[src/sacs_pkg.sv]
// constants, state and result types for the sar adc channel sequencer
package sacs_pkg;
   localparam int SACS_NCH = 8;
   localparam int SACS_CH_W = 3;
   localparam int SACS_RES_W = 12;
   localparam int SACS_SAMP_W = 4;
   localparam int SACS_CNT_W = 5;
   localparam int SACS_DIV_W = 8;
   localparam int SACS_BIT_W = 4;
   localparam int SACS_TCK_W = 6;
   localparam int SACS_FIFO_DEPTH = 8;
   localparam int SACS_SYS_CLK_HZ = 25_000_000;
   localparam int SACS_CONV_CLK_MAX_HZ = 18_000_000;
   localparam int SACS_CONV_DIV_MIN =
      (SACS_SYS_CLK_HZ + SACS_CONV_CLK_MAX_HZ - 1) / SACS_CONV_CLK_MAX_HZ;
   localparam int SACS_CONV_MIN_TICKS = 18;
   localparam int SACS_SAMP_MIN_TICKS = 4;
   localparam int SACS_FINISH_TICKS = 2;

   typedef enum logic [1:0] {
      SACS_IDLE,
      SACS_SAMPLE,
      SACS_CONVERT,
      SACS_FINISH
   } sacs_phase_e;

   typedef struct packed {
      logic [SACS_CH_W-1:0] ch;
      logic [SACS_RES_W-1:0] data;
   } sacs_res_s;

   typedef struct packed {
      sacs_phase_e st;
      logic [SACS_CH_W-1:0] ch;
      logic [SACS_DIV_W-1:0] div;
      logic [SACS_CNT_W-1:0] cnt;
      logic [SACS_BIT_W-1:0] bit_idx;
      logic [SACS_RES_W-1:0] code;
      logic [SACS_NCH-1:0][SACS_RES_W-1:0] res;
      logic oor;
      logic [SACS_RES_W-1:0] rd;
   } sacs_state_s;

   localparam sacs_state_s SACS_STATE_RST = '0;
endpackage

[src/sacs_fifo.sv]
// result fifo, flip-flop storage, valid/ready on both sides
`timescale 1ns/1ps
`default_nettype none
module sacs_fifo #(
   parameter int W = 15,
   parameter int D = 8
) (
   input wire logic clock_i,
   input wire logic nrst_i,
   input wire logic en_i,
   input wire logic in_valid_i,
   output logic in_ready_o,
   input wire logic [W-1:0] in_data_i,
   output logic out_valid_o,
   input wire logic out_ready_i,
   output logic [W-1:0] out_data_o
);
   localparam int AW = (D > 1) ? $clog2(D) : 1;

   typedef struct packed {
      logic [D-1:0][W-1:0] mem;
      logic [AW-1:0] wp;
      logic [AW-1:0] rp;
      logic [AW:0] cnt;
   } sacs_fifo_s;

   sacs_fifo_s q, d;
   logic push, pop;

   assign in_ready_o = (q.cnt != (AW+1)'(D));
   assign out_valid_o = (q.cnt != '0);
   assign out_data_o = q.mem[q.rp];
   assign push = en_i && in_valid_i && in_ready_o;
   assign pop = en_i && out_valid_o && out_ready_i;

   always_comb begin
      d = q;
      if (push) begin
         d.mem[q.wp] = in_data_i;
         d.wp = (q.wp == AW'(D-1)) ? '0 : AW'(q.wp + 1'b1);
      end
      if (pop) begin
         d.rp = (q.rp == AW'(D-1)) ? '0 : AW'(q.rp + 1'b1);
      end
      if (push && !pop) begin
         d.cnt = (AW+1)'(q.cnt + 1'b1);
      end else if (pop && !push) begin
         d.cnt = (AW+1)'(q.cnt - 1'b1);
      end
   end

   always_ff @(posedge clock_i or negedge nrst_i) begin
      if (!nrst_i) begin
         q <= '0;
      end else if (en_i) begin
         q <= d;
      end
   end
endmodule
`default_nettype wire

[src/sacs_seq.sv]
// sar adc converter control and 8-input channel sequencer
`timescale 1ns/1ps
`default_nettype none
module sacs_seq
   import sacs_pkg::*;
#(
   parameter int CONV_DIV = SACS_CONV_DIV_MIN,
   parameter int FIFO_DEPTH = SACS_FIFO_DEPTH
) (
   input wire logic clock_i,
   input wire logic nrst_i,
   input wire logic en_i,
   input wire logic deep_sleep_i,
   input wire logic scan_mode_i,
   input wire logic [SACS_NCH-1:0] ch_en_i,
   input wire logic fw_start_i,
   input wire logic [SACS_CH_W-1:0] fw_ch_i,
   input wire logic [SACS_NCH-1:0][SACS_SAMP_W-1:0] samp_time_i,
   input wire logic [SACS_RES_W-1:0] lim_lo_i,
   input wire logic [SACS_RES_W-1:0] lim_hi_i,
   input wire logic cmp_i,
   input wire logic oor_clr_i,
   input wire logic [SACS_CH_W-1:0] rd_ch_i,
   input wire logic res_ready_i,
   output logic [SACS_CH_W-1:0] ch_sel_o,
   output logic sample_o,
   output logic [SACS_RES_W-1:0] dac_code_o,
   output logic busy_o,
   output logic oor_o,
   output logic [SACS_RES_W-1:0] rd_data_o,
   output logic res_valid_o,
   output sacs_res_s res_o
);
   sacs_state_s q, d;
   logic tick, done, go, fifo_rdy, out_rng;
   logic [SACS_CH_W-1:0] start_ch;
   sacs_res_s push_word;

   // next enabled channel after cur, wrapping; cur itself comes last
   function automatic logic [SACS_CH_W-1:0] sacs_next_ch(
      input logic [SACS_NCH-1:0] en,
      input logic [SACS_CH_W-1:0] cur);
      logic [SACS_CH_W-1:0] r;
      logic [SACS_CH_W-1:0] c;
      logic found;
      r = cur;
      found = 1'b0;
      for (int k = 1; k <= SACS_NCH; k++) begin
         c = SACS_CH_W'(int'(cur) + k);
         if (!found && en[c]) begin
            r = c;
            found = 1'b1;
         end
      end
      return r;
   endfunction

   // sample window length for a channel, minus one for the down-counter
   function automatic logic [SACS_CNT_W-1:0] sacs_samp_load(
      input logic [SACS_SAMP_W-1:0] st);
      return SACS_CNT_W'(SACS_SAMP_MIN_TICKS - 1) + SACS_CNT_W'(st);
   endfunction

   assign tick = (q.div == SACS_DIV_W'(CONV_DIV - 1));
   assign out_rng = (q.code < lim_lo_i) || (q.code > lim_hi_i);
   assign start_ch = scan_mode_i ? sacs_next_ch(ch_en_i, q.ch) : fw_ch_i;
   assign go = scan_mode_i ? (|ch_en_i) : fw_start_i;
   assign done = en_i && !deep_sleep_i && tick && (q.st == SACS_FINISH)
                 && (q.cnt == '0) && fifo_rdy;
   assign push_word = '{ch: q.ch, data: q.code};

   always_comb begin
      d = q;
      d.rd = q.res[rd_ch_i];
      d.div = tick ? '0 : SACS_DIV_W'(q.div + 1'b1);
      // clear first so a same-cycle range event below wins
      if (oor_clr_i) begin
         d.oor = 1'b0;
      end
      if (deep_sleep_i) begin
         d.st = SACS_IDLE;
      end else begin
         case (q.st)
            SACS_IDLE: begin
               if (go) begin
                  d.st = SACS_SAMPLE;
                  d.ch = start_ch;
                  d.cnt = sacs_samp_load(samp_time_i[start_ch]);
               end
            end
            SACS_SAMPLE: begin
               if (tick) begin
                  if (q.cnt == '0) begin
                     d.st = SACS_CONVERT;
                     d.bit_idx = SACS_BIT_W'(SACS_RES_W - 1);
                     d.code = '0;
                     d.code[SACS_RES_W-1] = 1'b1;
                  end else begin
                     d.cnt = SACS_CNT_W'(q.cnt - 1'b1);
                  end
               end
            end
            SACS_CONVERT: begin
               if (tick) begin
                  // cmp_i high means the input is at or above the trial code
                  if (!cmp_i) begin
                     d.code[q.bit_idx] = 1'b0;
                  end
                  if (q.bit_idx == '0) begin
                     d.st = SACS_FINISH;
                     d.cnt = SACS_CNT_W'(SACS_FINISH_TICKS - 1);
                  end else begin
                     d.code[q.bit_idx - 1'b1] = 1'b1;
                     d.bit_idx = SACS_BIT_W'(q.bit_idx - 1'b1);
                  end
               end
            end
            SACS_FINISH: begin
               // a full fifo holds the result here; back-pressure stalls the scan
               if (tick && q.cnt != '0) begin
                  d.cnt = SACS_CNT_W'(q.cnt - 1'b1);
               end else if (done) begin
                  d.res[q.ch] = q.code;
                  if (out_rng) begin
                     d.oor = 1'b1;
                  end
                  if (scan_mode_i && (|ch_en_i)) begin
                     d.st = SACS_SAMPLE;
                     d.ch = sacs_next_ch(ch_en_i, q.ch);
                     d.cnt = sacs_samp_load(samp_time_i[sacs_next_ch(ch_en_i, q.ch)]);
                  end else begin
                     d.st = SACS_IDLE;
                  end
               end
            end
            default: d.st = SACS_IDLE;
         endcase
      end
   end

   always_ff @(posedge clock_i or negedge nrst_i) begin
      if (!nrst_i) begin
         q <= SACS_STATE_RST;
      end else if (en_i) begin
         q <= d;
      end
   end

   sacs_fifo #(
      .W($bits(sacs_res_s)),
      .D(FIFO_DEPTH)
   ) u_fifo (
      .clock_i(clock_i),
      .nrst_i(nrst_i),
      .en_i(en_i),
      .in_valid_i(done),
      .in_ready_o(fifo_rdy),
      .in_data_i(push_word),
      .out_valid_o(res_valid_o),
      .out_ready_i(res_ready_i),
      .out_data_o(res_o)
   );

   assign ch_sel_o = q.ch;
   assign sample_o = (q.st == SACS_SAMPLE);
   assign dac_code_o = q.code;
   assign busy_o = (q.st != SACS_IDLE);
   assign oor_o = q.oor;
   assign rd_data_o = q.rd;

   // helper counters read only by the checks below
   logic [SACS_TCK_W-1:0] conv_ticks_q, samp_ticks_q;
   always_ff @(posedge clock_i or negedge nrst_i) begin
      if (!nrst_i) begin
         conv_ticks_q <= '0;
         samp_ticks_q <= '0;
      end else if (en_i) begin
         if (done || q.st == SACS_IDLE) begin
            conv_ticks_q <= '0;
         end else if (tick && conv_ticks_q != '1) begin
            // saturate, so a long fifo stall cannot wrap the count below the minimum
            conv_ticks_q <= SACS_TCK_W'(conv_ticks_q + 1'b1);
         end
         if (q.st != SACS_SAMPLE) begin
            samp_ticks_q <= '0;
         end else if (tick) begin
            samp_ticks_q <= SACS_TCK_W'(samp_ticks_q + 1'b1);
         end
      end
   end
endmodule
`default_nettype wire

[config.mk]
export PLATFORM = sky130hd
export DESIGN_NAME = sacs_seq
export DESIGN_NICKNAME = d
export VERILOG_FILES = /design/src/sacs_pkg.sv /design/src/sacs_fifo.sv /design/src/sacs_seq.sv
export SDC_FILE = /design/constraint.sdc
export NUM_CORES = 1
export LEC_CHECK = 0
export BUFFER_PORTS_ARGS = -buffer_cell sky130_fd_sc_hd__buf_2
export CORE_MARGIN = 2
export CORE_UTILIZATION = 60
export CTS_BUF_LIST = sky130_fd_sc_hd__clkbuf_4
export CTS_CLUSTER_DIAMETER = 50
export DETAILED_ROUTE_END_ITERATION = 12
export PLACE_DENSITY = 0.84
export SYNTH_ARGS = -nofsm -noshare
export SYNTH_HDL_FRONTEND = slang
export SYNTH_SLANG_ARGS = --single-unit
[constraint.sdc]
create_clock -name clock_i -period 6.5 [get_ports clock_i]
set_input_delay 0.325 -clock clock_i [delete_from_list [all_inputs] [get_ports clock_i]]
set_output_delay 0.325 -clock clock_i [all_outputs]
set_load 0.01 [all_outputs]
== Word-level counts from Yosys, hierarchy flattened ==
Index checks and enable logic that the tools add are counted.

* Output and inout bits: 46
* Bits in registers: 273
* Input port bits: 79
* Logic and storage cells: 307

* Equality and inequality tests: 26
* Reduce and logical (&&, ||, !) cells: 68
* Add/sub/neg operators: 17
* Bitwise logic cells: 5
* Order comparisons: 22
* Muxes and demuxes: 142

{| class="wikitable"
|+ Operators by type and width
! operator !! count
|-
| 120-bit bitwise mux || 1
|-
| 96-bit bitwise mux || 1
|-
| 12-bit 2-to-1 mux || 6
|-
| 3-bit 2-to-1 mux || 23
|-
| 1-bit 2-to-1 mux || 66
|-
| 3-bit by 4-bit < comparator with 1-bit output (second input constant) || 14
|-
| 15-bit binary-select mux with 3-bit select || 1
|-
| 15-bit demux with 3-bit select || 1
|-
| 5-bit 2-to-1 mux || 9
|-
| 21-bit 2-to-1 mux || 2
|-
| 12-bit binary-select mux with 3-bit select || 1
|-
| 12-bit demux with 3-bit select || 1
|-
| 16-bit 2-to-1 mux || 2
|-
| 16-bit case mux with 2 select lines || 1
|-
| 1-bit logical AND || 31
|-
| 15-bit 2-to-1 mux || 2
|-
| 1-bit binary-select mux with 3-bit select || 8
|-
| 4-bit binary-select mux with 3-bit select || 2
|-
| 5-bit case mux with 4 select lines || 1
|-
| 1-bit zero test || 17
|-
| 4-bit 2-to-1 mux || 4
|-
| 7-bit AND reduction || 2
|-
| 3-bit by 1-bit adder with 3-bit output (second input constant) || 4
|-
| 3-bit adder (second input constant) || 4
|-
| 43 further kinds || 76
|}

== Longest topological paths before layout ==
Gate-level depths: netlist of run 1.

* Word-level depth: 73
* Depth in mapped cells: 22
* Depth with buffers taken out: 17

== By module ==
A second synthesis of run 1 with hierarchy kept.

* Cells, all modules: 1,314
* Area total of the unflattened synthesis: 15,906.5 sq um

{| class="wikitable"
|+ By module, submodules not included
! module !! seq. area each (sq um) !! times used !! cells an instance !! area each (sq um)
|-
| sacs_seq || 3,578.4 || 1 || 945 || 9,928.3
|-
| sacs_fifo || 3,253.1 || 1 || 369 || 5,978.2
|}

== Least setup slack after synthesis of run 1 ==
Ideal clock, no wire load.

* Kind: flip-flop to flip-flop
* From: reg q, in the netlist ch_sel_o[0]
* To: reg q[127] in the netlist's numbering
* Arrival time: 4.546 ns
* Period minus slack after synthesis: 4.667 ns
* Slack: 1.833 ns
* Cell stages (with the launch flop): 22
* Buffers on the path: 6
* Cells stage by stage: dfrtp_1 > buf_6 > buf_2 > inv_1 > clkbuf_1 > ha_1 > clkbuf_2 > inv_2 > mux4_2 > nor2_4 > nand2_2 > or4_4 > a31o_1 > buf_6 > buf_8 > mux2i_1 > mux2i_1 > mux2i_2 > ha_1 > xnor2_1 > a21oi_1 > a22o_1

* Longest elaborated chain between the ends: 72

{| class="wikitable"
|+ Ends and longest elaborated chain
! what !! RTL line !! source
|-
| from (decl) || sacs_seq.sv:34 || <nowiki>sacs_state_s q, d;</nowiki>
|-
| from (signal assigned) || sacs_seq.sv:143 || <nowiki>q <= SACS_STATE_RST;</nowiki>
|-
| from (signal assigned) || sacs_seq.sv:145 || <nowiki>q <= d;</nowiki>
|-
| 3-bit by 1-bit adder with 3-bit output || sacs_seq.sv:49 || <nowiki>c = SACS_CH_W'(int'(cur) + k);</nowiki>
|-
| 1-bit binary-select mux with 3-bit select || sacs_seq.sv:50 || <nowiki>if (!found && en[c]) begin</nowiki>
|-
| 1-bit 2-to-1 mux (implied by the code) || sacs_seq.sv:50 ||
|-
| 1-bit 2-to-1 mux || sacs_seq.sv:50 ||
|-
| 1-bit 2-to-1 mux || sacs_seq.sv:127 || <nowiki>if (scan_mode_i && (|ch_en_i)) begin</nowiki>
|-
| 1-bit 2-to-1 mux || sacs_seq.sv:122 || <nowiki>end else if (done) begin</nowiki>
|-
| 1-bit 2-to-1 mux || sacs_seq.sv:120 || <nowiki>if (tick && q.cnt != '0) begin</nowiki>
|-
| 1-bit 2-to-1 mux || sacs_seq.sv:83 || <nowiki>case (q.st)</nowiki>
|-
| [... 56 more ...] || -- ||
|-
| 3-bit 2-to-1 mux || sacs_seq.sv:80 || <nowiki>if (deep_sleep_i) begin</nowiki>
|-
| 4-bit binary-select mux with 3-bit select || sacs_seq.sv:130 || <nowiki>d.cnt = sacs_samp_load(samp_time_i[sacs_next_ch(ch_en_i, q.ch)]);</nowiki>
|-
| 4-bit 2-to-1 mux (implied by the code) || sacs_seq.sv:130 ||
|-
| 2-bit by 4-bit adder with 5-bit output || sacs_seq.sv:61 || <nowiki>return SACS_CNT_W'(SACS_SAMP_MIN_TICKS - 1) + SACS_CNT_W'(st);</nowiki>
|-
| 5-bit 2-to-1 mux || sacs_seq.sv:127 ||
|-
| 5-bit 2-to-1 mux || sacs_seq.sv:122 ||
|-
| 5-bit 2-to-1 mux || sacs_seq.sv:120 ||
|-
| 5-bit case mux with 4 select lines * || sacs_seq.sv:83 ||
|}

Every way passes the cells marked *; elsewhere a longest branch is shown, timed or not. The select of a mux whose other input is x is not followed.
A chain may end at the register's enable or synchronous reset.

== Final worst setup path of run 1 ==
* From: reg q, in the netlist ch_sel_o[1]
* To: reg q[127] in the netlist's numbering

The elaborated chain is that of the path after synthesis.

==> load_flow_metrics.sql, run 1 <==
INSERT INTO impl_metrics (metric_group, metric, value, unit) VALUES
('worst_setup_path', 'worst-endpoint-required', '7040', 'ps'),
('logic_synthesis', 'synthCells', '1307', ''),
('final_layout', 'fin_nets', '1523', ''),
('floorplan', 'ios', '125', ''),
('logic_synthesis', 'ys_seq_area_frac', '0.4395', ''),
('sta', 'whs', '155.4', 'ps'),
('route', 'viasPerCell', '6.333', ''),
('logic_synthesis', 'synth_enable_flop_cells', '0', ''),
('worst_setup_path', 'r2r.worst_path.cells', '16', ''),
('route', 'route.detailed.wl_per_inst', '20.58', 'um'),
('sta', 'slew-limit-headroom', '0.1031', ''),
('sta', 'grt_setup_unrepaired', 'false', ''),
('final_layout', 'areaGrowthSynthToFinish', '9.249', '%'),
('worst_setup_path', 'critPathCaptureType', 'register', ''),
('placement', 'io_buffers', '124', ''),
('route', 'drc', '0', ''),
('floorplan', 'dieWidth', '165.0', 'um'),
('logic_synthesis', 'asyncSetResetFlopFracSynth', '1.000', ''),
('worst_hold_path', 'worstHoldPathType', 'input pin to register', ''),
('clock_tree', 'cts_repair_resize_count', '0', ''),
('run_status', 'run_status', 'finished, final reports clean', ''),
('sta', 'timing.setup.tns', '0', 'ps'),
('sta', 'slew_viol_final', '0', ''),
('grt', 'first_global_vias', '11410', ''),
('clock_tree', 'clock_latency', '680', 'ps'),
('route', 'initialDrtViolationCount', '1015', ''),
('logic_synthesis', 'synth.net_count', '1432', ''),
('clock_tree', 'clkSlewWorstSetupHoldPaths', '60', 'ps'),
('worst_setup_path', 'worst_reg2reg_path_startpoint', 'ch_sel_o[1]', ''),
('route', 'ant_nets', '0', ''),
('grt', 'track_usage', '0.2797', ''),
('placement', 'numPlacedInstances', '1653', ''),
('worst_setup_path', 'worst_setup_path_startpoint', 'ch_sel_o[1]', ''),
('logic_synthesis', 'yosys_most_used_dff', 'dfrtp_1', ''),
('worst_setup_path', 'reg2reg_slack', '1210', 'ps'),
('grt', 'grt_first_pass_wirelength', '58970', 'um'),
('clock_tree', 'numClockSinks', '273', ''),
('logic_synthesis', 'post_synth.cell_area_avg', '11.89', 'um^2'),
('sta', 'worst_slew_pin_slew', '1308', 'ps'),
('placement', 'globalplace.congestion', '0.8890', ''),
('floorplan', 'num_rows', '58', ''),
('worst_setup_path', 'crit-reg2reg-capture', 'q[127]', ''),
('logic_synthesis', 'ys_top_cells_by_area', 'dfrtp_1 44%, mux2_2 16%, mux4_2 9.4%', ''),
('sta', 'highest_achievable_clock_rate', '189.0', 'MHz'),
('grt', 'grt_antenna_before_repair', '1', ''),
('sta', 'timing.final.hold_violations', '0', ''),
('logic_synthesis', 'syn-cell-area', '15540', 'um^2'),
('clock_tree', 'cts.path.max_buffers', '3', ''),
('logic_synthesis', 'yosys_register_bits', '273', ''),
('placement', 'half_perimeter_wire_length_of_the_detailed_placement_result', '24180', 'um'),
('logic_synthesis', 'synth_cell_types', '68', ''),
('logic_synthesis', 'synth_largest_type_area_fraction', '0.4395', ''),
('floorplan', 'design.die.area', '27210', 'um^2'),
('sta', 'fin_crit', '5292', 'ps'),
('worst_setup_path', 'critPathCapture', 'q[127]', ''),
('sta', 'final_clock_period_utilization_by_the_worst_path', '0.8141', ''),
('grt', 'globalRoute.totalOverflow', '0', ''),
('route', 'via_count', '11210', ''),
('worst_setup_path', 'critical_path.startpoint_type', 'register', ''),
('clock_tree', 'tritoncts', 'done', ''),
('worst_setup_path', 'worstPathArrival', '5840', 'ps'),
('worst_setup_path', 'path_cells', 'inv_1, buf_4, ha_1, inv_2, mux4_2, nor2_4, o21ai_0, mux2i_1, a221oi_1, mux2i_1, mux2_2, inv_1, ha_1, xor2_1, o221ai_1, a22o_1', ''),
('clock_tree', 'cts_max_level', '3', ''),
('logic_synthesis', 'cell_type_with_the_highest_aggregate_area_in_the_netlist', 'dfrtp_1', ''),
('final_layout', 'final_cell_count_without_fillers', '1770', ''),
('logic_synthesis', 'ys_top_cells_by_count', '273 x dfrtp_1, 226 x mux2_2, 74 x nor2_1', ''),
('logic_synthesis', 'ys_warn_count', '0', ''),
('route', 'firstDrtPassIters', '5', ''),
('floorplan', 'fp.coreArea', '25330', 'um^2'),
('final_layout', 'drive_above_1_share', '0.3767', ''),
('clock_tree', 'cts_buffers', '70', '');
## worst max-delay path, delay by kind of cell, from the launching register on
| kind | cells | cell delay, ps |
|---|---|---|
| AO/OA/AOI/OAI | 4 | 710 |
| XOR/XNOR | 1 | 150 |
| adder cells (fa/ha/maj) | 2 | 620 |
| buffers and inverters | 4 | 610 |
| flip-flops | 1 | 810 |
| multiplexers | 4 | 2080 |
| AND/OR/NAND/NOR | 1 | 200 |
## sequential cells by signal, indices dropped and copies added, names as in the netlist
register	flops
u_fifo.q	130
q	115
dac_code_o	12
rd_data_o	12
ch_sel_o	3
oor_o	1
## repair_timing
action / CTS / global route
endpoints found under the hold margin: 80 / 0
hold buffers: 3 / 0
buffers inserted: 0 / 0
## power breakdown
group          leakage (nW)  internal (W)  switching, W
Clock                 0.489      0.000731      0.000674
Combinational          4.17       0.00124       0.00163
Sequential             3.74       0.00179      0.000328
Total                  8.39       0.00377       0.00263
## cells in the final DEF (no fill, tap or decap), types with 3 or more instances in the layout
| cell | instances |
|---|---|
| and3_1 | 4 |
| a31oi_1 | 6 |
| o211ai_1 | 6 |
| o21ai_0 | 56 |
| a22oi_1 | 3 |
| nand2_1 | 71 |
| buf_4 | 8 |
| inv_1 | 44 |
| dfrtp_1 | 271 |
| nand3b_1 | 7 |
| a221oi_1 | 49 |
| mux2i_1 | 67 |
| nand2b_1 | 12 |
| nand4_1 | 9 |
| clkinv_1 | 12 |
| nor4_1 | 5 |
| buf_2 | 123 |
| xnor2_1 | 10 |
| mux2_2 | 226 |
| a211oi_1 | 3 |
| mux4_2 | 65 |
| a21oi_1 | 41 |
| ha_1 | 45 |
| clkbuf_4 | 98 |
| dlygate4sd3_1 | 3 |
| nand3_1 | 15 |
| nor2_1 | 74 |
| or2_2 | 4 |
| a21o_1 | 19 |
| o22ai_1 | 5 |
| nor3_1 | 15 |
| xor2_1 | 6 |
| o21a_1 | 4 |
## layer usage
| metal | share of wire | track usage | wire (um) | vias to the layer above |
|---|---|---|---|---|
| met5 | 0 | 0 | 0 | - |
| met4 | 0.029 | 0.1099 | 1048 | 0 |
| met3 | 0.056 | 0.04621 | 2023 | 86 |
| met2 | 0.50 | 0.4690 | 18120 | 389 |
| met1 | 0.42 | 0.3671 | 15230 | 5706 |
| li1 | - | - | - | 5028 |
## cells by family (layout without fill, tap and decap cells)
group | Yosys count | after routing | share of synthesized area
AO/OA/AOI/OAI | 217 | 217 | 0.09378
AND/OR/NAND/NOR | 232 | 232 | 0.06923
other | 0 | 1 | 0
flip-flops | 273 | 273 | 0.4395
XOR/XNOR | 16 | 16 | 0.009015
multiplexers | 359 | 359 | 0.3019
adder cells (fa/ha/maj) | 46 | 46 | 0.03751
buffers and inverters | 164 | 296 | 0.04902
## cell type report
class	count	area, um^2
fill	1796	8346
multi-input combinational	870	7983
sequential	273	6834
timing repair buffer	136	740.7
clock buffer	98	735.7
tap	330	412.9
inverter	47	176.4
clock inverter	15	96.34
antenna	1	2.502
## metrics by stage
stage                     area (um^2)  setup WS, ps  power, W
after global placement          16120          1566  0.004892
after global routing            16980         759.5  0.006818
after detailed placement        16120          1361  0.004952
final                           16980          1208  0.006395
after CTS                       16980          1344  0.006373
after floorplan                 15540          1833  0.004383
## how the worst min path moves through the flow
| stage | start | endpoint | slack (ps) | cells after the start |
|---|---|---|---|---|
| after CTS | lim_lo_i[11] | oor_o | 140 | 4 |
| after global placement | nrst_i | u_fifo.q[89] | 340 | 1 |
| after detailed placement | nrst_i | u_fifo.q[104] | 340 | 1 |
| final | lim_lo_i[11] | oor_o | 160 | 4 |
| after global routing | lim_lo_i[11] | oor_o | 150 | 4 |
| after floorplan | nrst_i | ch_sel_o[0] | 30 | 0 |
(Power assumes the default switching activity.)
==> run 2, diff against run 1 <==
CORE_UTILIZATION = 57   (was 60)
PLACE_DENSITY = 0.83   (was 0.84)
clock period = 4.8 ns   (was 6.5 ns; I/O delays follow)
==> run 2 against run 1 <==
  * Final area up 0.74%
  * Via count up 2.2%
  * Critical path depth down 1
  * Global-route usage down 1.2 points
  * Highest routed layer unchanged
==> load_flow_metrics.sql, run 2 (synthesis gave the netlist of run 1 again) <==
INSERT INTO impl_metrics (metric_group, metric, value, unit) VALUES
('worst_setup_path', 'reg2reg_slack', '390', 'ps'),
('final_layout', 'drive_above_1_share', '0.3832', ''),
('worst_hold_path', 'hold-path-cell-count', '3', ''),
('route', 'viasPerCell', '6.388', ''),
('floorplan', 'ios', '125', ''),
('grt', 'pin_count_of_the_biggest_net_entering_global_routing', '148', ''),
('sta', 'timing.setup.tns', '0', 'ps'),
('sta', 'grt_setup_unrepaired', 'false', ''),
('final_layout', 'largest_register_ffs', '130', ''),
('clock_tree', 'clock_latency', '710', 'ps'),
('floorplan', 'fp.coreArea', '26880', 'um^2'),
('floorplan', 'fp.dieH', '169.1', 'um'),
('clock_tree', 'root_buffer', 'clkbuf_4', ''),
('route', 'drc', '0', ''),
('sta', 'fin_crit', '4414', 'ps'),
('floorplan', 'num_rows', '60', ''),
('route', 'routed_wl', '37630', 'um'),
('worst_setup_path', 'path_cells', 'inv_1, ha_1, inv_2, mux4_2, nor2_4, nand2_2, or4_4, a31o_2, mux2i_1, mux2i_1, mux2i_2, ha_1, xnor2_1, a21oi_1, a22o_1', ''),
('run_status', 'run_status', 'finished, final reports clean', ''),
('clock_tree', 'clkSlewWorstSetupHoldPaths', '80', 'ps'),
('worst_setup_path', 'critPathCaptureType', 'register', ''),
('route', 'via_count', '11450', ''),
('worst_setup_path', 'crit_fanout', '17', ''),
('worst_hold_path', 'worst_hold_path.endpoint', 'u_fifo.q[5]', ''),
('worst_setup_path', 'critical_path_class', 'register to register', ''),
('worst_setup_path', 'critPathSlowestCell', 'mux4_2', ''),
('clock_tree', 'post_cts_buffers', '0', ''),
('placement', 'io_buffers', '124', ''),
('clock_tree', 'numClockSinks', '273', ''),
('final_layout', 'most_frequent_standard_cell_in_the_layout_excluding_fill_and_tap_cells', 'dfrtp_1', ''),
('grt', 'first_global_vias', '11790', ''),
('worst_hold_path', 'worstHoldPathType', 'input pin to register', ''),
('grt', 'grt_first_pass_wirelength', '60750', 'um'),
('route', 'ant_nets', '0', ''),
('grt', 'grt_util_met1', '0.3537', ''),
('sta', 'slew-limit-headroom', '0.2805', ''),
('route', 'firstDrtPassIters', '7', ''),
('worst_hold_path', 'hold_path.startpoint', 'res_ready_i', ''),
('sta', 'timing.final.hold_violations', '0', ''),
('power', 'leakagePower', '8.466', 'nW'),
('floorplan', 'start_util', '0.5784', ''),
('job', 'drv.max_cap_violation_count', '0', ''),
('worst_setup_path', 'worst_path_largest_cell_delay', '630', 'ps'),
('sta', 'whs', '77.39', 'ps'),
('placement', 'globalplace.congestion', '0.9615', ''),
('worst_setup_path', 'critical_path.startpoint_type', 'register', ''),
('final_layout', 'mostFrequentLayoutCells', '271 x dfrtp_1, 226 x mux2_2, 123 x buf_2', ''),
('grt', 'globalRoute.totalOverflow', '0', ''),
('route', 'initialDrtViolationCount', '1070', ''),
('final_layout', 'fin_nets', '1539', ''),
('grt', 'grt.met2_usage', '0.4456', ''),
('final_layout', 'reg_top3', 'u_fifo.q (130), q (115)', ''),
('clock_tree', 'tritoncts', 'done', ''),
('grt', 'global_route.peak_usage_layer', 'met2', ''),
('clock_tree', 'cts_buffers', '67', ''),
('worst_setup_path', 'crit-reg2reg-capture', 'q[127]', ''),
('final_layout', 'area_of_the_multi_input_gates', '7975', 'um^2'),
('floorplan', 'dieWidth', '169.1', 'um'),
('floorplan', 'design.die.area', '28610', 'um^2'),
('power', 'max-vdd-ir-drop', '0.3244', 'mV'),
('power', 'power.density', '514.5', 'nW/um^2'),
('worst_setup_path', 'worst_reg2reg_path_startpoint', 'ch_sel_o[0]', ''),
('clock_tree', 'cts_max_level', '3', ''),
('grt', 'groute.layer.met3.usage', '0.04594', ''),
('sta', 'highest_achievable_clock_rate', '226.5', 'MHz'),
('sta', 'final_clock_period_utilization_by_the_worst_path', '0.9196', ''),
('power', 'power', '0.008802', 'W'),
('sta', 'timing.clock.skew', '37.58', 'ps'),
('final_layout', 'areaGrowthSynthToFinish', '10.06', '%'),
('clock_tree', 'cts.path.max_buffers', '3', ''),
('sta', 'slew_viol_final', '0', ''),
('route', 'route.detailed.wl_per_inst', '20.98', 'um'),
('sta', 'worst_slew_pin_slew', '1079', 'ps'),
('sta', 'setup_viol_count_final', '0', ''),
('worst_setup_path', 'r2r.worst_path.cells', '15', ''),
('final_layout', 'number_of_inserted_filler_cells_in_the_final_layout', '1954', ''),
('grt', 'track_usage', '0.2673', ''),
('final_layout', 'ff_latch_area', '6834', 'um^2'),
('worst_setup_path', 'worstPathArrival', '5010', 'ps'),
('grt', 'grt_antenna_before_repair', '1', ''),
('worst_setup_path', 'worst-endpoint-required', '5390', 'ps'),
('placement', 'half_perimeter_wire_length_of_the_detailed_placement_result', '24530', 'um'),
('final_layout', 'register_containing_the_most_flip_flops_in_the_final_layout', 'u_fifo.q', '');
[run 2: cell type report]
type | instances | share of cell area
clock buffer | 91 | 0.03993
sequential | 273 | 0.3995
inverter | 47 | 0.01031
multi-input combinational | 870 | 0.4662
tap | 341 | 0.02494
antenna | 1 | 0.0001463
timing repair buffer | 155 | 0.05193
clock inverter | 15 | 0.007094
[run 2: worst max path at each step]
| stage | from | endpoint | slack, ps |
|---|---|---|---|
| 2_1_floorplan | ch_sel_o[0] | q[127] | 130 |
| 3_3_place_gp | ch_sel_o[0] | q[127] | 340 |
| 3_5_place_dp | ch_sel_o[0] | q[127] | 220 |
| 4_1_cts | ch_sel_o[0] | q[127] | 190 |
| 5_1_grt | ch_sel_o[0] | q[129] | 110 |
| 6_report | ch_sel_o[0] | q[127] | 390 |
[run 2: through the flow]
step	area, um^2	cells	worst slack [ps]	util
floorplan	15540	1307	132.8	-
global placement	16250	1681	339.3	0.6045
detailed placement	16250	1681	215.2	0.6045
CTS	17100	1792	194.3	0.6363
global route	17110	1793	114.0	0.6365
finish	17110	1793	385.7	0.6365
[run 2: repair_timing]
| item | in CTS | in global routing |
|---|---|---|
| hold endpoints to repair | 85 | 0 |
| gates resized for setup | 0 | 4 |
| hold buffers | 5 | 0 |
| endpoints found under the setup margin | 0 | 4 |
[run 2: critical path, delay by kind of cell, from the launching register on]
family | cells | cell delay, ps
and+or+nand+nor | 3 | 820
muxes | 4 | 1190
adders and majority gates | 2 | 570
buffers and inverters | 2 | 300
AOI/OAI and AO/OA | 3 | 710
DFF | 1 | 620
xor gates and xnor gates | 1 | 120
[run 2: metal layers]
metal  vias up  wire (um)
li1       5066          -
met4         0        859
met3        79       2551
met1      5787      15650
met2       521      18560
met5         -          0
[run 2: report_power, final]
| group | switching [W] | internal [W] | total (W) |
|---|---|---|---|
| Sequential | 0.000393 | 0.00243 | 0.00282 |
| Combinational | 0.00232 | 0.00176 | 0.00408 |
| Clock | 0.000920 | 0.000981 | 0.00190 |
| Total | 0.00363 | 0.00517 | 0.00880 |
==> run 3, diff against run 2 <==
BUFFER_PORTS_ARGS = -buffer_cell sky130_fd_sc_hd__clkbuf_2   (was -buffer_cell sky130_fd_sc_hd__buf_2)
PLACE_DENSITY = 0.91   (was 0.83)
==> run 3 against run 2 <==
  * Non-clock buffer count rose by 2
  * Hold slack lost 40 ps
  * Clock-buffer cell count increased by 9
  * Die area unchanged
==> load_flow_metrics.sql, run 3 (synthesis gave the netlist of run 1 again) <==
INSERT INTO impl_metrics (metric_group, metric, value, unit) VALUES
('route', 'via_count', '12100', ''),
('placement', 'dp_slack', '427.1', 'ps'),
('worst_setup_path', 'worst-endpoint-required', '5370', 'ps'),
('floorplan', 'fp.dieH', '169.1', 'um'),
('grt', 'first_global_vias', '12500', ''),
('final_layout', 'register_containing_the_most_flip_flops_in_the_final_layout', 'u_fifo.q', ''),
('power', 'power.switching', '0.003720', 'W'),
('sta', 'timing.setup.tns', '0', 'ps'),
('power', 'power_switching_share', '0.4143', ''),
('power', 'share_comb_of_total_power', '0.462', ''),
('final_layout', 'mostFrequentLayoutCells', '271 x dfrtp_1, 226 x mux2_2, 123 x clkbuf_2', ''),
('grt', 'track_usage', '0.2950', ''),
('final_layout', 'fin_nets', '1546', ''),
('final_layout', 'number_of_inserted_filler_cells_in_the_final_layout', '1837', ''),
('worst_setup_path', 'worstPathBufferInverterCount', '1', ''),
('run_status', 'run_status', 'finished, final reports clean', ''),
('final_layout', 'drive_above_1_share', '0.3850', ''),
('clock_tree', 'cts_buffers', '72', ''),
('route', 'initialDrtViolationCount', '1257', ''),
('sta', 'worst_slew_pin_slew', '1306', 'ps'),
('final_layout', 'final_cell_count_without_fillers', '1812', ''),
('clock_tree', 'numClockSinks', '273', ''),
('floorplan', 'dieWidth', '169.1', 'um'),
('worst_setup_path', 'worst_path_dominant_cell_family', 'multiplexers', ''),
('worst_setup_path', 'worstPathArrival', '4990', 'ps'),
('floorplan', 'ios', '125', ''),
('worst_setup_path', 'critical_path.startpoint_type', 'register', ''),
('sta', 'setup_viol_count_final', '0', ''),
('power', 'p_clk_frac', '0.229', ''),
('route', 'routed_wl', '42350', 'um'),
('clock_tree', 'clkSlewWorstSetupHoldPaths', '80', 'ps'),
('worst_setup_path', 'critical_path_class', 'register to register', ''),
('clock_tree', 'clock_latency', '680', 'ps'),
('power', 'seq_power_share', '0.309', ''),
('floorplan', 'design.die.area', '28610', 'um^2'),
('sta', 'highest_achievable_clock_rate', '226.4', 'MHz'),
('power', 'power.internal', '0.005258', 'W'),
('clock_tree', 'cts.path.max_buffers', '3', ''),
('job', 'drv.max_cap_violation_count', '0', ''),
('floorplan', 'start_util', '0.5784', ''),
('grt', 'globalRoute.totalOverflow', '0', ''),
('sta', 'worst_slack', '382.2', 'ps'),
('sta', 'slew_viol_final', '0', ''),
('grt', 'grt_antenna_before_repair', '1', ''),
('floorplan', 'num_rows', '60', ''),
('clock_tree', 'root_buffer', 'clkbuf_4', ''),
('worst_setup_path', 'path_cells', 'buf_12, ha_1, xor2_1, mux4_2, nor2_4, nand2_2, or4_4, a31o_1, mux2i_1, mux2i_1, mux2i_2, ha_1, xnor2_1, a21oi_1, a22o_1', ''),
('worst_setup_path', 'crit_fanout', '53', ''),
('grt', 'pin_count_of_the_biggest_net_entering_global_routing', '113', ''),
('power', 'leakagePower', '8.530', 'nW'),
('route', 'drc', '0', ''),
('route', 'ant_nets', '0', ''),
('worst_hold_path', 'worstHoldPathType', 'input pin to register', ''),
('placement', 'numPlacedInstances', '1684', ''),
('power', 'max-vdd-ir-drop', '0.4341', 'mV'),
('placement', 'globalplace.congestion', '0.9398', ''),
('final_layout', 'reg_top3', 'u_fifo.q (130), q (115)', ''),
('sta', 'final_clock_period_utilization_by_the_worst_path', '0.9204', ''),
('sta', 'timing.final.hold_violations', '0', ''),
('worst_setup_path', 'worst_path_largest_cell_delay', '540', 'ps'),
('grt', 'grt_first_pass_wirelength', '66700', 'um'),
('worst_setup_path', 'critPathCaptureType', 'register', ''),
('sta', 'timing.clock.skew', '41.43', 'ps'),
('route', 'viasPerCell', '6.678', ''),
('worst_setup_path', 'critPathSlowestCell', 'or4_4', ''),
('floorplan', 'fp.coreArea', '26880', 'um^2'),
('power', 'power.density', '521.8', 'nW/um^2'),
('sta', 'slew-limit-headroom', '0.1241', ''),
('sta', 'grt_setup_unrepaired', 'false', ''),
('final_layout', 'areaGrowthSynthToFinish', '10.70', '%'),
('route', 'firstDrtPassIters', '6', ''),
('final_layout', 'most_frequent_standard_cell_in_the_layout_excluding_fill_and_tap_cells', 'dfrtp_1', ''),
('clock_tree', 'cts_repair_resize_count', '0', ''),
('sta', 'fin_crit', '4418', 'ps'),
('route', 'route.detailed.wl_per_inst', '23.37', 'um'),
('placement', 'half_perimeter_wire_length_of_the_detailed_placement_result', '26520', 'um'),
('placement', 'io_buffers', '124', ''),
('clock_tree', 'cts_max_level', '3', ''),
('clock_tree', 'tritoncts', 'done', ''),
('final_layout', 'largest_register_ffs', '130', '');
==> run 3: power groups by stage <==
stage / registers, W / clock network (W) / logic, W
after global routing: 0.00280 / 0.00221 / 0.00449
after global placement: 0.00278 / 0 / 0.00395
after floorplan: 0.00260 / 0 / 0.00334
after detailed placement: 0.00279 / 0 / 0.00403
after CTS: 0.00276 / 0.00207 / 0.00407
final: 0.00277 / 0.00206 / 0.00415
==> run 3: final timing paths <==
kind,start,endpoint,slack [ps],cells after the start
min reg2reg,q[97],q[97],490,2
max reg2reg,ch_sel_o[0],q[127],380,15
min in group asynchronous,nrst_i,u_fifo.q[102],230,2
max,ch_sel_o[0],q[127],380,15
min,lim_lo_i[11],oor_o,40,4
max in group asynchronous,nrst_i,q[78],3220,3
==> run 3: routing by layer <==
| layer | vias up | share of wire | global-route usage |
|---|---|---|---|
| met5 | - | 0 | 0 |
| met4 | 0 | 0.039 | 0.1368 |
| met3 | 182 | 0.084 | 0.06180 |
| met2 | 807 | 0.49 | 0.4933 |
| met1 | 6034 | 0.38 | 0.3705 |
| li1 | 5078 | - | - |
==> run 3: repair_timing <==
action,CTS,global route
buffers inserted,0,0
endpoints found under the hold margin,113,0
hold buffers,4,0
==> run 3: area by class of cell <==
cell class,count,area (um^2),share of cell area
sequential,273,6834,0.3972
multi-input combinational,870,7973,0.4634
antenna,1,2.502,0.0001454
inverter,47,176.4,0.01025
clock inverter,23,142.6,0.008290
clock buffer,100,750.7,0.04363
tap,341,426.7,0.02480
timing repair buffer,157,900.9,0.05236
==> run 3: per-stage QoR <==
stage          cell area [um^2]  hold slack, ps  utilization  power (W)
6_report                  17210           37.36       0.6402   0.008978
5_1_grt                   17210           30.02       0.6402   0.009497
4_1_cts                   17200           8.920       0.6401   0.008906
3_5_place_dp              16270           352.5       0.6054   0.006828
3_3_place_gp              16270           349.6       0.6054   0.006729
2_1_floorplan             15540          -55.59            -   0.005936
==> run 3: worst min-delay path, stage by stage <==
cell	delay (ps)
clkbuf_2	80
inv_1	50
ha_1	130
o311ai_0	150
